[config.mk]
export PLATFORM = sky130hd
export DESIGN_NAME = rsf_top
export DESIGN_NICKNAME = d
export VERILOG_FILES = /design/src/hw/rsf_pkg.sv /design/src/hw/rsf_half_sec.sv /design/src/hw/rsf_irq.sv /design/src/hw/rsf_top.sv
export SDC_FILE = /design/constraint.sdc
export NUM_CORES = 1
export LEC_CHECK = 0
export ABC_CLOCK_PERIOD_IN_PS = 2600
export BUFFER_PORTS_ARGS = -buffer_cell sky130_fd_sc_hd__buf_4
export CORE_MARGIN = 5
export CORE_UTILIZATION = 53
export CTS_BUF_LIST = sky130_fd_sc_hd__clkbuf_2
export DETAILED_ROUTE_END_ITERATION = 7
export PLACE_DENSITY_LB_ADDON = 0.05
export SYNTH_ARGS = -nofsm -noshare
export SYNTH_HDL_FRONTEND = slang
export SYNTH_SLANG_ARGS = --single-unit
[constraint.sdc]
create_clock -name clk -period 2.6 [get_ports clk]
set_input_delay 0.26 -clock clk [delete_from_list [all_inputs] [get_ports clk]]
set_output_delay 0.26 -clock clk [all_outputs]
set_load 0.005 [all_outputs]
[src/hw/rsf_pkg.sv]
/*
 Package of the real-time clock status flags block: register offsets, status word layout,
 reset values and timing constants shared by the design files.
 Assumes a single 50 MHz clock and a plain address/strobe register port.
*/
package rsf_pkg;

   localparam int ADDR_W = 4;
   localparam int DATA_W = 16;

   // Register offsets on the plain register port.
   localparam logic [3:0] OFS_STATUS = 4'h0;
   localparam logic [3:0] OFS_IRQ_STAT = 4'h1;
   localparam logic [3:0] OFS_IRQ_EN = 4'h2;
   localparam logic [3:0] OFS_IRQ_CLR = 4'h3;
   localparam logic [3:0] OFS_SIM_CTRL = 4'h4;

   // Status word bit positions.
   localparam int BIT_ALARM_EVT = 5;
   localparam int BIT_TSTAMP_EVT = 3;
   localparam int BIT_TIME_UNSAFE = 2;
   localparam int BIT_ALARM_UNSAFE = 1;
   localparam int BIT_HALF_SEC = 0;

   // Interrupt status layout.
   localparam int IRQ_ALARM = 0;
   localparam int IRQ_TSTAMP = 1;
   localparam int IRQ_HALF = 2;
   localparam int IRQ_W = 3;

   localparam logic [15:0] STATUS_RST = 16'h0000;
   localparam logic [2:0] IRQ_EN_RST = 3'h0;

   // Second timing.
   localparam longint CLK_HZ = 50000000;
   localparam longint SECOND_NS = 1000000000;
   localparam longint CLK_NS = SECOND_NS / CLK_HZ;
   localparam int HALF_SEC_CYC = int'((SECOND_NS / 2) / CLK_NS);
   // Window around a second rollover in which the time counters may change.
   localparam int UNSAFE_NS = 1000;
   localparam int UNSAFE_CYC = int'(UNSAFE_NS / CLK_NS);

   typedef struct packed {
      logic [ADDR_W-1:0] addr;
      logic [DATA_W-1:0] wdata;
      logic wr;
      logic rd;
   } rsf_req_t;

   typedef struct packed {
      logic alarm;
      logic tstamp;
   } rsf_evt_t;

endpackage : rsf_pkg

[src/hw/rsf_half_sec.sv]
/*
 Half-second timebase: counts clock cycles and reports which half of the second runs,
 plus windows near each half-second boundary in which counters may change.
 Assumes a free running clock at the rate given in the package.
*/
module rsf_half_sec #(
   parameter int HALF_CYC = rsf_pkg::HALF_SEC_CYC,
   parameter int GUARD_CYC = rsf_pkg::UNSAFE_CYC
) (
   input wire logic clk, // System clock.
   input wire logic rst_n, // Synchronous reset, active low.
   output logic half_r, // High in the second half of a second.
   output logic near_edge_r, // High close to a half-second boundary.
   output logic half_tick_r // One-cycle pulse at each half-second boundary.
);

   logic [31:0] cnt_r;
   logic [31:0] cnt_nxt;
   logic half_nxt;
   logic near_nxt;
   logic tick_nxt;

   always_comb
   begin
      cnt_nxt = cnt_r + 32'h1;
      half_nxt = half_r;
      tick_nxt = 1'b0;
      if (cnt_r == 32'(HALF_CYC - 1))
      begin
         cnt_nxt = 32'h0;
         half_nxt = ~half_r;
         tick_nxt = 1'b1;
      end
      // Guard both sides of the boundary so a read never straddles a carry.
      near_nxt = (cnt_nxt < 32'(GUARD_CYC)) || (cnt_nxt >= 32'(HALF_CYC - GUARD_CYC));
   end

   always_ff @(posedge clk)
   begin
      if (!rst_n)
      begin
         cnt_r <= 32'h0;
         half_r <= 1'b0;
         near_edge_r <= 1'b1;
         half_tick_r <= 1'b0;
      end
      else
      begin
         cnt_r <= cnt_nxt;
         half_r <= half_nxt;
         near_edge_r <= near_nxt;
         half_tick_r <= tick_nxt;
      end
   end

endmodule : rsf_half_sec

[src/hw/rsf_irq.sv]
/*
 Interrupt gathering: sticky status bits, an enable mask and a write-one-to-clear register,
 driving one level interrupt output.
 Assumes single-cycle event pulses and single-cycle write strobes.
*/
module rsf_irq #(
   parameter int W = rsf_pkg::IRQ_W
) (
   input wire logic clk, // System clock.
   input wire logic rst_n, // Synchronous reset, active low.
   input wire logic [W-1:0] evt, // Event pulses.
   input wire logic en_we, // Write strobe for the enable register.
   input wire logic clr_we, // Write strobe for the clear register.
   input wire logic [W-1:0] wdata, // Write data.
   output logic [W-1:0] stat_r, // Sticky status.
   output logic [W-1:0] en_r, // Enable mask.
   output logic irq_r // Level interrupt.
);

   logic [W-1:0] stat_nxt;
   logic [W-1:0] en_nxt;
   logic irq_nxt;

   always_comb
   begin
      // An event in the clearing cycle survives the clear.
      stat_nxt = (stat_r & ~(clr_we ? wdata : '0)) | evt;
      en_nxt = en_we ? wdata : en_r;
      irq_nxt = |(stat_nxt & en_nxt);
   end

   always_ff @(posedge clk)
   begin
      if (!rst_n)
      begin
         stat_r <= '0;
         en_r <= rsf_pkg::IRQ_EN_RST;
         irq_r <= 1'b0;
      end
      else
      begin
         stat_r <= stat_nxt;
         en_r <= en_nxt;
         irq_r <= irq_nxt;
      end
   end

endmodule : rsf_irq

[src/hw/rsf_top.sv]
/*
 Status word of a real-time clock unit: alarm and timestamp event flags, time-read and
 alarm-update safety flags, half-second phase, plus interrupt gathering.
 Assumes event pulses from the alarm matcher and timestamp capture, one cycle each,
 synchronous to clk, and a plain address/strobe register port.
*/
// Behaviour
// - Alarm event sets sticky flag at status bit 5; zero until an alarm.
// - Timestamp event sets sticky flag at status bit 3; zero until an event.
// - Bit 2 high while time counters may change under a read.
// - Bit 1 high while alarm time, date, mask, enable or repeat may change.
// - Bit 0 is one in the second half of each second, else zero.
// - Status bits 15 to 6 and bit 4 read as zero.
module rsf_top #(
   parameter int HALF_CYC = rsf_pkg::HALF_SEC_CYC,
   parameter int GUARD_CYC = rsf_pkg::UNSAFE_CYC
) (
   input wire logic clk, // System clock, 50 MHz.
   input wire logic rst_n, // Synchronous reset, active low.
   input wire logic [rsf_pkg::ADDR_W-1:0] addr, // Register address.
   input wire logic [rsf_pkg::DATA_W-1:0] wdata, // Write data.
   input wire logic wr, // Write strobe.
   input wire logic rd, // Read strobe.
   input wire logic alarm_evt, // Alarm match pulse.
   input wire logic tstamp_evt, // Timestamp capture pulse.
   input wire logic alarm_busy, // Alarm logic updating its registers.
   output logic [rsf_pkg::DATA_W-1:0] rdata_r, // Read data, cycle after rd.
   output logic irq_r // Level interrupt.
);

   typedef enum logic [2:0] {
      ST_IDLE = 3'b001,
      ST_UNSAFE = 3'b010,
      ST_HOLD = 3'b100
   } rsf_sync_st_t;

   rsf_pkg::rsf_req_t req;
   rsf_pkg::rsf_evt_t evt;
   rsf_sync_st_t st_r;
   rsf_sync_st_t st_nxt;
   logic half_w;
   logic near_w;
   logic tick_w;
   logic alarm_flag_r;
   logic alarm_flag_nxt;
   logic ts_flag_r;
   logic ts_flag_nxt;
   logic time_unsafe_r;
   logic time_unsafe_nxt;
   logic alarm_unsafe_r;
   logic alarm_unsafe_nxt;
   logic [rsf_pkg::DATA_W-1:0] rdata_nxt;
   logic [rsf_pkg::DATA_W-1:0] status_w;
   logic status_we;
   logic irq_en_we;
   logic irq_clr_we;
   logic alarm_clr;
   logic ts_clr;
   logic [rsf_pkg::IRQ_W-1:0] irq_stat;
   logic [rsf_pkg::IRQ_W-1:0] irq_en;
   logic irq_w;
   logic irq_nxt;

   function automatic logic hit(input logic [3:0] a, input logic [3:0] ofs);
      hit = (a == ofs);
   endfunction : hit

   assign req = '{addr: addr, wdata: wdata, wr: wr, rd: rd};
   assign evt = '{alarm: alarm_evt, tstamp: tstamp_evt};

   rsf_half_sec #(
      .HALF_CYC(HALF_CYC),
      .GUARD_CYC(GUARD_CYC)
   ) u_half (
      .clk(clk),
      .rst_n(rst_n),
      .half_r(half_w),
      .near_edge_r(near_w),
      .half_tick_r(tick_w)
   );

   rsf_irq #(
      .W(rsf_pkg::IRQ_W)
   ) u_irq (
      .clk(clk),
      .rst_n(rst_n),
      .evt({tick_w, evt.tstamp, evt.alarm}),
      .en_we(irq_en_we),
      .clr_we(irq_clr_we),
      .wdata(req.wdata[rsf_pkg::IRQ_W-1:0]),
      .stat_r(irq_stat),
      .en_r(irq_en),
      .irq_r(irq_w)
   );

   // Write decode. Unmapped offsets and the read-only interrupt status take no write.
   always_comb
   begin
      status_we = 1'b0;
      irq_en_we = 1'b0;
      irq_clr_we = 1'b0;
      if (req.wr)
      begin
         status_we = hit(req.addr, rsf_pkg::OFS_STATUS);
         irq_en_we = hit(req.addr, rsf_pkg::OFS_IRQ_EN);
         irq_clr_we = hit(req.addr, rsf_pkg::OFS_IRQ_CLR);
      end
   end

   // A zero written to an event flag clears it; the read-only bits have no clear.
   always_comb
   begin
      alarm_clr = 1'b0;
      ts_clr = 1'b0;
      if (status_we)
      begin
         alarm_clr = !req.wdata[rsf_pkg::BIT_ALARM_EVT];
         ts_clr = !req.wdata[rsf_pkg::BIT_TSTAMP_EVT];
      end
   end

   // Event flags: a zero written clears, a one is ignored, and a new event wins.
   always_comb
   begin
      alarm_flag_nxt = alarm_flag_r;
      ts_flag_nxt = ts_flag_r;
      if (alarm_clr)
      begin
         alarm_flag_nxt = 1'b0;
      end
      if (ts_clr)
      begin
         ts_flag_nxt = 1'b0;
      end
      if (evt.alarm)
      begin
         alarm_flag_nxt = 1'b1;
      end
      if (evt.tstamp)
      begin
         ts_flag_nxt = 1'b1;
      end
   end

   always_ff @(posedge clk)
   begin
      if (!rst_n)
      begin
         alarm_flag_r <= 1'b0;
         ts_flag_r <= 1'b0;
      end
      else
      begin
         alarm_flag_r <= alarm_flag_nxt;
         ts_flag_r <= ts_flag_nxt;
      end
   end

   // Alarm update tracker: the flag is high while the alarm logic reports activity and in
   // every guard window, with or without activity, since matching runs on the second boundary.
   always_comb
   begin
      st_nxt = st_r;
      case (st_r)
         ST_IDLE:
         begin
            if (alarm_busy)
            begin
               st_nxt = ST_UNSAFE;
            end
            else if (near_w)
            begin
               st_nxt = ST_HOLD;
            end
         end
         ST_UNSAFE:
         begin
            if (!alarm_busy)
            begin
               st_nxt = near_w ? ST_HOLD : ST_IDLE;
            end
         end
         ST_HOLD:
         begin
            if (alarm_busy)
            begin
               st_nxt = ST_UNSAFE;
            end
            else if (!near_w)
            begin
               st_nxt = ST_IDLE;
            end
         end
         default:
         begin
            st_nxt = ST_IDLE;
         end
      endcase
      alarm_unsafe_nxt = (st_nxt != ST_IDLE);
   end

   always_ff @(posedge clk)
   begin
      if (!rst_n)
      begin
         st_r <= ST_HOLD;
         alarm_unsafe_r <= 1'b1;
      end
      else
      begin
         st_r <= st_nxt;
         alarm_unsafe_r <= alarm_unsafe_nxt;
      end
   end

   // Time-read safety flag: follows the guard window around each half-second carry.
   always_comb
   begin
      time_unsafe_nxt = near_w;
   end

   always_ff @(posedge clk)
   begin
      if (!rst_n)
      begin
         time_unsafe_r <= 1'b1;
      end
      else
      begin
         time_unsafe_r <= time_unsafe_nxt;
      end
   end

   // Unused positions stay zero.
   always_comb
   begin
      status_w = rsf_pkg::STATUS_RST;
      status_w[rsf_pkg::BIT_ALARM_EVT] = alarm_flag_r;
      status_w[rsf_pkg::BIT_TSTAMP_EVT] = ts_flag_r;
      status_w[rsf_pkg::BIT_TIME_UNSAFE] = time_unsafe_r;
      status_w[rsf_pkg::BIT_ALARM_UNSAFE] = alarm_unsafe_r;
      status_w[rsf_pkg::BIT_HALF_SEC] = half_w;
   end

   // Read port: data stands only in the cycle after the read strobe.
   always_comb
   begin
      rdata_nxt = '0;
      if (req.rd)
      begin
         case (req.addr)
            rsf_pkg::OFS_STATUS:
            begin
               rdata_nxt = status_w;
            end
            rsf_pkg::OFS_IRQ_STAT:
            begin
               rdata_nxt = {13'h0, irq_stat};
            end
            rsf_pkg::OFS_IRQ_EN:
            begin
               rdata_nxt = {13'h0, irq_en};
            end
            default:
            begin
               rdata_nxt = '0;
            end
         endcase
      end
   end

   always_ff @(posedge clk)
   begin
      if (!rst_n)
      begin
         rdata_r <= '0;
      end
      else
      begin
         rdata_r <= rdata_nxt;
      end
   end

   // The interrupt pin leaves through its own flop so that it comes straight from a
   // register; this costs one cycle after the gathered status bit sets.
   always_comb
   begin
      irq_nxt = irq_w;
   end

   always_ff @(posedge clk)
   begin
      if (!rst_n)
      begin
         irq_r <= 1'b0;
      end
      else
      begin
         irq_r <= irq_nxt;
      end
   end

endmodule : rsf_top

Word-level counts from Yosys, hierarchy flattened
Cells that the tools add are included.
{"block": "op_classes", "n_addsub": 1, "n_lt_le_gt_ge": 2, "n_eq_ne": 8, "mux": 21, "n_bitwise": 5, "reduce_logical": 8}
{"cell": "$add 32x1->32 const B", "n": 1}
{"cell": "$eq 32x25->1 const B", "n": 1}
{"cell": "$ge 32x25->1 const B", "n": 1}
{"cell": "$lt 32x6->1 const B", "n": 1}
{"cell": "$mux 32", "n": 1}
{"cell": "$mux 3", "n": 8}
{"cell": "$pmux 6 s3", "n": 1}
{"cell": "$mux 1", "n": 10}
{"cell": "$pmux 3 s3", "n": 1}
{"cell": "$eq 4x2->1 const B", "n": 2}
{"cell": "$and 3x3->3", "n": 2}
{"cell": "$eq 4x1->1 const B", "n": 1}
{"cell": "$logic_not 4->1", "n": 1}
{"cell": "$reduce_bool 2->1", "n": 2}
{"cell": "$eq 3x1->1 const B", "n": 1}
{"cell": "$eq 3x2->1 const B", "n": 1}
{"cell": "$eq 3x3->1 const B", "n": 1}
{"cell": "$ne 3x1->1 const B", "n": 1}
{"cell": "$not 3->3", "n": 1}
{"cell": "$or 3x3->3", "n": 1}
{"cell": "$reduce_or 3->1", "n": 1}
{"cell": "$logic_not 1->1", "n": 2}
{"cell": "$reduce_and 2->1", "n": 1}
{"cell": "$logic_or 1x1->1", "n": 1}
{"cell": "$not 1->1", "n": 1}
{"block": "word_totals", "ff_bits": 66, "input_bits": 27, "out_inout_bits": 17, "wordCells": 59}

Longest topological paths before layout
{"block": "logic_depth", "depth_word": 8, "depth_mapped": 10, "depth_no_buf": 9}

By module
A second synthesis with hierarchy kept.
{"block": "unflattened", "hier_cells": 362, "hier_area_um2": 3080.5}
{"module": "rsf_half_sec", "n_inst": 1, "cells_per_inst": 276, "area_per_inst_um2": 2252.2, "seq_area_each_um2": 700.7}
{"module": "rsf_top", "n_inst": 1, "cells_per_inst": 61, "area_per_inst_um2": 571.8, "seq_area_each_um2": 260.2}
{"module": "rsf_irq", "n_inst": 1, "cells_per_inst": 25, "area_per_inst_um2": 256.5, "seq_area_each_um2": 140.1}

Worst setup path after synthesis
OpenSTA, ideal clock, no wires.
{"block": "synth_path", "path_type": "register to register", "start": "register u_half.cnt_r[4]", "end": "register u_half.near_edge_r", "setup_ns": 0.057, "arrival_time_ns": 2.373, "required_ns": 2.543, "path_slack_ns": 0.170, "path_stages_with_launch": 10, "n_path_buf": 1, "synth_period_minus_slack_ns": 2.430, "cell_sequence": "dfxtp_1 clkbuf_2 nand4_1 nor4_1 nand3_1 xnor2_1 or3_2 nor4_1 a31o_1 a21o_1"}
{"block": "synth_between", "elab_chain_cells": 4, "elab_cells_between_ends": 6, "cone_classes": "1 x add/sub; 2 x order compare; 1 x eq/ne; 1 x mux; 1 x reduce/logical"}
{"item": "start, declared", "line": "rsf_half_sec.sv:17", "source": "logic [31:0] cnt_r;"}
{"item": "start signal, assigned", "line": "rsf_half_sec.sv:49", "source": "cnt_r <= cnt_nxt;"}
{"item": "$add 32x1->32 / $eq 32x25->1 (equally long branches)", "line": "rsf_half_sec.sv:25, rsf_half_sec.sv:28"}
{"item": "$mux 32 *", "line": "rsf_half_sec.sv:28", "source": "if (cnt_r == 32'(HALF_CYC - 1))"}
{"item": "$lt 32x6->1 / $ge 32x25->1 (equally long branches)", "line": "rsf_half_sec.sv:35", "source": "near_nxt = (cnt_nxt < 32'(GUARD_CYC)) || (cnt_nxt >= 32'(HALF_CYC - GUARD_CYC));"}
{"item": "$logic_or 1x1->1 *", "line": "rsf_half_sec.sv:35"}
{"item": "end signal, assigned", "line": "rsf_half_sec.sv:51", "source": "near_edge_r <= near_nxt;"}
{"item": "end, declared", "line": "rsf_half_sec.sv:13", "source": "output logic near_edge_r,"}
Mark *: on every way between the ends. The rest lies on a longest branch, timed or not.
A chain may end at the register's enable or synchronous reset.

Final worst setup path
{"block": "layout_path", "start": "register u_half.cnt_r[8]", "end": "register u_half.near_edge_r"}
Same word-level chain as after synthesis.

==> impl_metrics.yaml <==
synthesis:
  synth_compound_area_share_pct: 8.11
  synth-edff-count: 0
  synth-simple-area-share_pct: 33.4
  ys_warn_count: 0
  synthMuxAreaShare_pct: 2.47
  synth_fa_ha_area_share_pct: 0.882
  synth.distinct_cells: 55
  synthFlopType: "dfxtp_1"
  ys_ff_latch: 55
  syn_inst: 337
  synthArstFlopShare_pct: 0
  ys_seq_area_share_pct: 38.8
  synth_top_family_by_area: "simple AND/OR/NAND/NOR gates"
  synth_area_um2: 2840
  avgSynthCellArea_um2: 8.42
  synthXorXnorAreaFrac_pct: 9.57
critical_path:
  r2r-start: "u_half.cnt_r[8]"
  cpPeakStageDelay_ns: 0.62
  path_depth: 8
  regToRegEndpoint: "u_half.near_edge_r"
  critPathKind: "flip-flop to flip-flop"
  cp-end-kind: "flip-flop"
  reg2reg_depth: 8
  worst_setup_path_start_kind: "flip-flop"
  critPathTopFamily: "simple AND/OR/NAND/NOR gates"
  rrSetupSlack_ns: 0.15
  cpMostUsedCell: "nand4b_1"
  arrival_ns: 2.84
  path_cells: "nand3_2 > or4_4 > nor4_4 > nand4b_1 > a22oi_1 > nand4b_1 > a31o_1 > a21o_1"
  critPathLaunch: "u_half.cnt_r[8]"
  endpoint: "u_half.near_edge_r"
  required_ns: 2.99
  cp_slowest_cell: "or4_4"
  path_max_fanout: 5
  crit_buf_inv: 0
sta:
  finalCriticalPeriod_ns: 2.45
  setup_viol: 0
  period_share_pct: 94.3
  slew_viol_final: 0
  fmax_mhz: 408
  skew_ns: 0.0417
  finalHoldViolations: 0
global_routing:
  grt.total_usage_pct: 19.9
  grt_pass1_vias: 2342
  grt_pass1_wl_mm: 11.4
  antenna_found_initial: 0
  grt_overflow: 0
  grt_max_degree: 19
clock_network:
  cts.sinks: 55
  cts_made_buffers: 5
  path_clk_slew_ns: 0.27
  clock_path_buffers: 2
  htreeDepth: 2
  tritoncts: "yes"
  clk_latency_ns: 0.47
  cts_root_buf: "clkbuf_2"
placement:
  place_congestion: 0.947
  port_buffers: 21
  hpwl_mm: 5.07
  placed_cells: 444
  dpl_cell_area_um2: 3200
job:
  cap_viol_max_count: 0
final_layout:
  area_growth_syn_to_layout_pct: 17.7
  design_area_um2: 3340
  fin_cells: 458
  final_nets: 416
  antenna_cells: 0
  layout_common_cells: "nor2_1, buf_4, dfxtp_1"
  drive_above_1_share_pct: 21.1
  final_common_cell: "nor2_1"
route:
  firstDrtPassIters: 4
  wl_mm: 6.76
  drt_iter0_drc: 114
  num_vias: 2505
  drc: 0
  wl_per_cell_um: 14.7
  viasPerCell: 5.47
  antenna_left: 0
floorplan:
  die_y_um: 83.2
  coreArea_um2: 5140
  start_util_pct: 55.2
  die-area_um2: 6920
  ios: 44
  rows: 26
  die_x_um: 83.2
status:
  outcome: "complete, no violations"
power:
  peakVddDrop_mv: 0.227
  cellPowerDensity_nw_per_um2: 405
  finalPower_mw: 1.35
  power.leakage_nw: 1.34
worst_hold_path:
  hp-class: "input pin to flip-flop"
[cells by family after synthesis]
kind of cell / after synthesis
fa+ha+maj: 2
other cells: 1
xor+xnor: 31
flops: 55
simple gates: 175
compound gates: 35
mux: 7
buf+inv: 31
[cells in the mapped netlist, types with 6 or more instances]
cell type	instances	area, um2
a21oi_1	10	50.1
and2_1	6	37.5
and3_1	8	50.1
buf_4	11	82.6
clkbuf_1	8	30.0
dfxtp_1	55	1100
inv_1	6	22.5
mux2i_1	7	70.1
nand2_1	20	75.1
nand3_1	21	105
nand4_1	12	75.1
nor2_1	55	206
nor3_1	9	45.0
nor4_1	6	37.5
o21ai_0	7	35.0
xnor2_1	16	140
xor2_1	15	131
[metrics by stage]
step | setup slack [ns] | utilization, % | setup TNS, ns | hold slack (ns)
floorplan | 0.170 | - | 0 | 0.337
global placement | -0.0223 | 62.3 | -0.0223 | 0.422
detailed placement | 0.0264 | 62.3 | 0 | 0.436
CTS | 0.0567 | 63.9 | 0 | 0.00221
global route | -0.00131 | 65.0 | -0.00131 | 0.0206
finish | 0.148 | 65.0 | 0 | 0.0666
[flip-flops by register name, indices dropped and copies added, names as in the netlist]
| signal | flops |
|---|---|
| u_irq.irq_r | 1 |
| u_half.half_r | 1 |
| alarm_flag_r | 1 |
| u_half.near_edge_r | 1 |
| time_unsafe_r | 1 |
| u_half.half_tick_r | 1 |
| u_half.cnt_r | 32 |
| ts_flag_r | 1 |
| irq_r | 1 |
| st_r | 3 |
| alarm_unsafe_r | 1 |
| u_irq.en_r | 3 |
| u_irq.stat_r | 3 |
| rdata_r | 5 |
[final cells by class]
| type | count | area, um2 |
|---|---|---|
| inverters | 6 | 22.5 |
| flip-flops and latches | 55 | 1110 |
| clock buffers | 5 | 25.0 |
| well taps | 70 | 87.6 |
| multi-input cells | 261 | 1610 |
| repair buffers | 58 | 460 |
| fillers | 470 | 1800 |
| clock inverters | 3 | 22.5 |
[per-layer routing]
layer	track usage, %	part of all wire, %	wire, um	vias to the layer above
met4	5.65	1.2	83	0
met5	0	0	0	-
li1	-	-	-	1263
met2	30.0	44	2970	74
met3	4.85	7.2	487	9
met1	28.3	48	3220	1159
[worst min path at each step]
stage | to | slack, ns | cells after the start | from
6_report | time_unsafe_r | 0.07 | 2 | rst_n
5_1_grt | time_unsafe_r | 0.02 | 2 | rst_n
4_1_cts | rdata_r[5] | 0.002 | 2 | addr[0]
3_5_place_dp | irq_r | 0.44 | 1 | u_irq.irq_r
3_3_place_gp | irq_r | 0.42 | 1 | u_irq.irq_r
2_1_floorplan | rdata_r[3] | 0.34 | 1 | addr[1]
[where the power goes]
group | total, mW | switching, mW | internal (mW) | leakage [nW]
registers | 0.880 | 0.0118 | 0.868 | 0.449
logic | 0.115 | 0.0630 | 0.0524 | 0.856
clock network | 0.358 | 0.286 | 0.0713 | 0.0333
total | 1.35 | 0.361 | 0.991 | 1.34
[what timing repair did]
| item | CTS | global route |
|---|---|---|
| gates resized for setup | 1 | 10 |
| pin swaps | 0 | 1 |
| endpoints found under the setup margin | 1 | 1 |
| setup buffers | 0 | 1 |
| hold buffers | 3 | 2 |
| hold endpoints to repair | 4 | 2 |
Note: power is estimated with default switching activity, not from simulation.
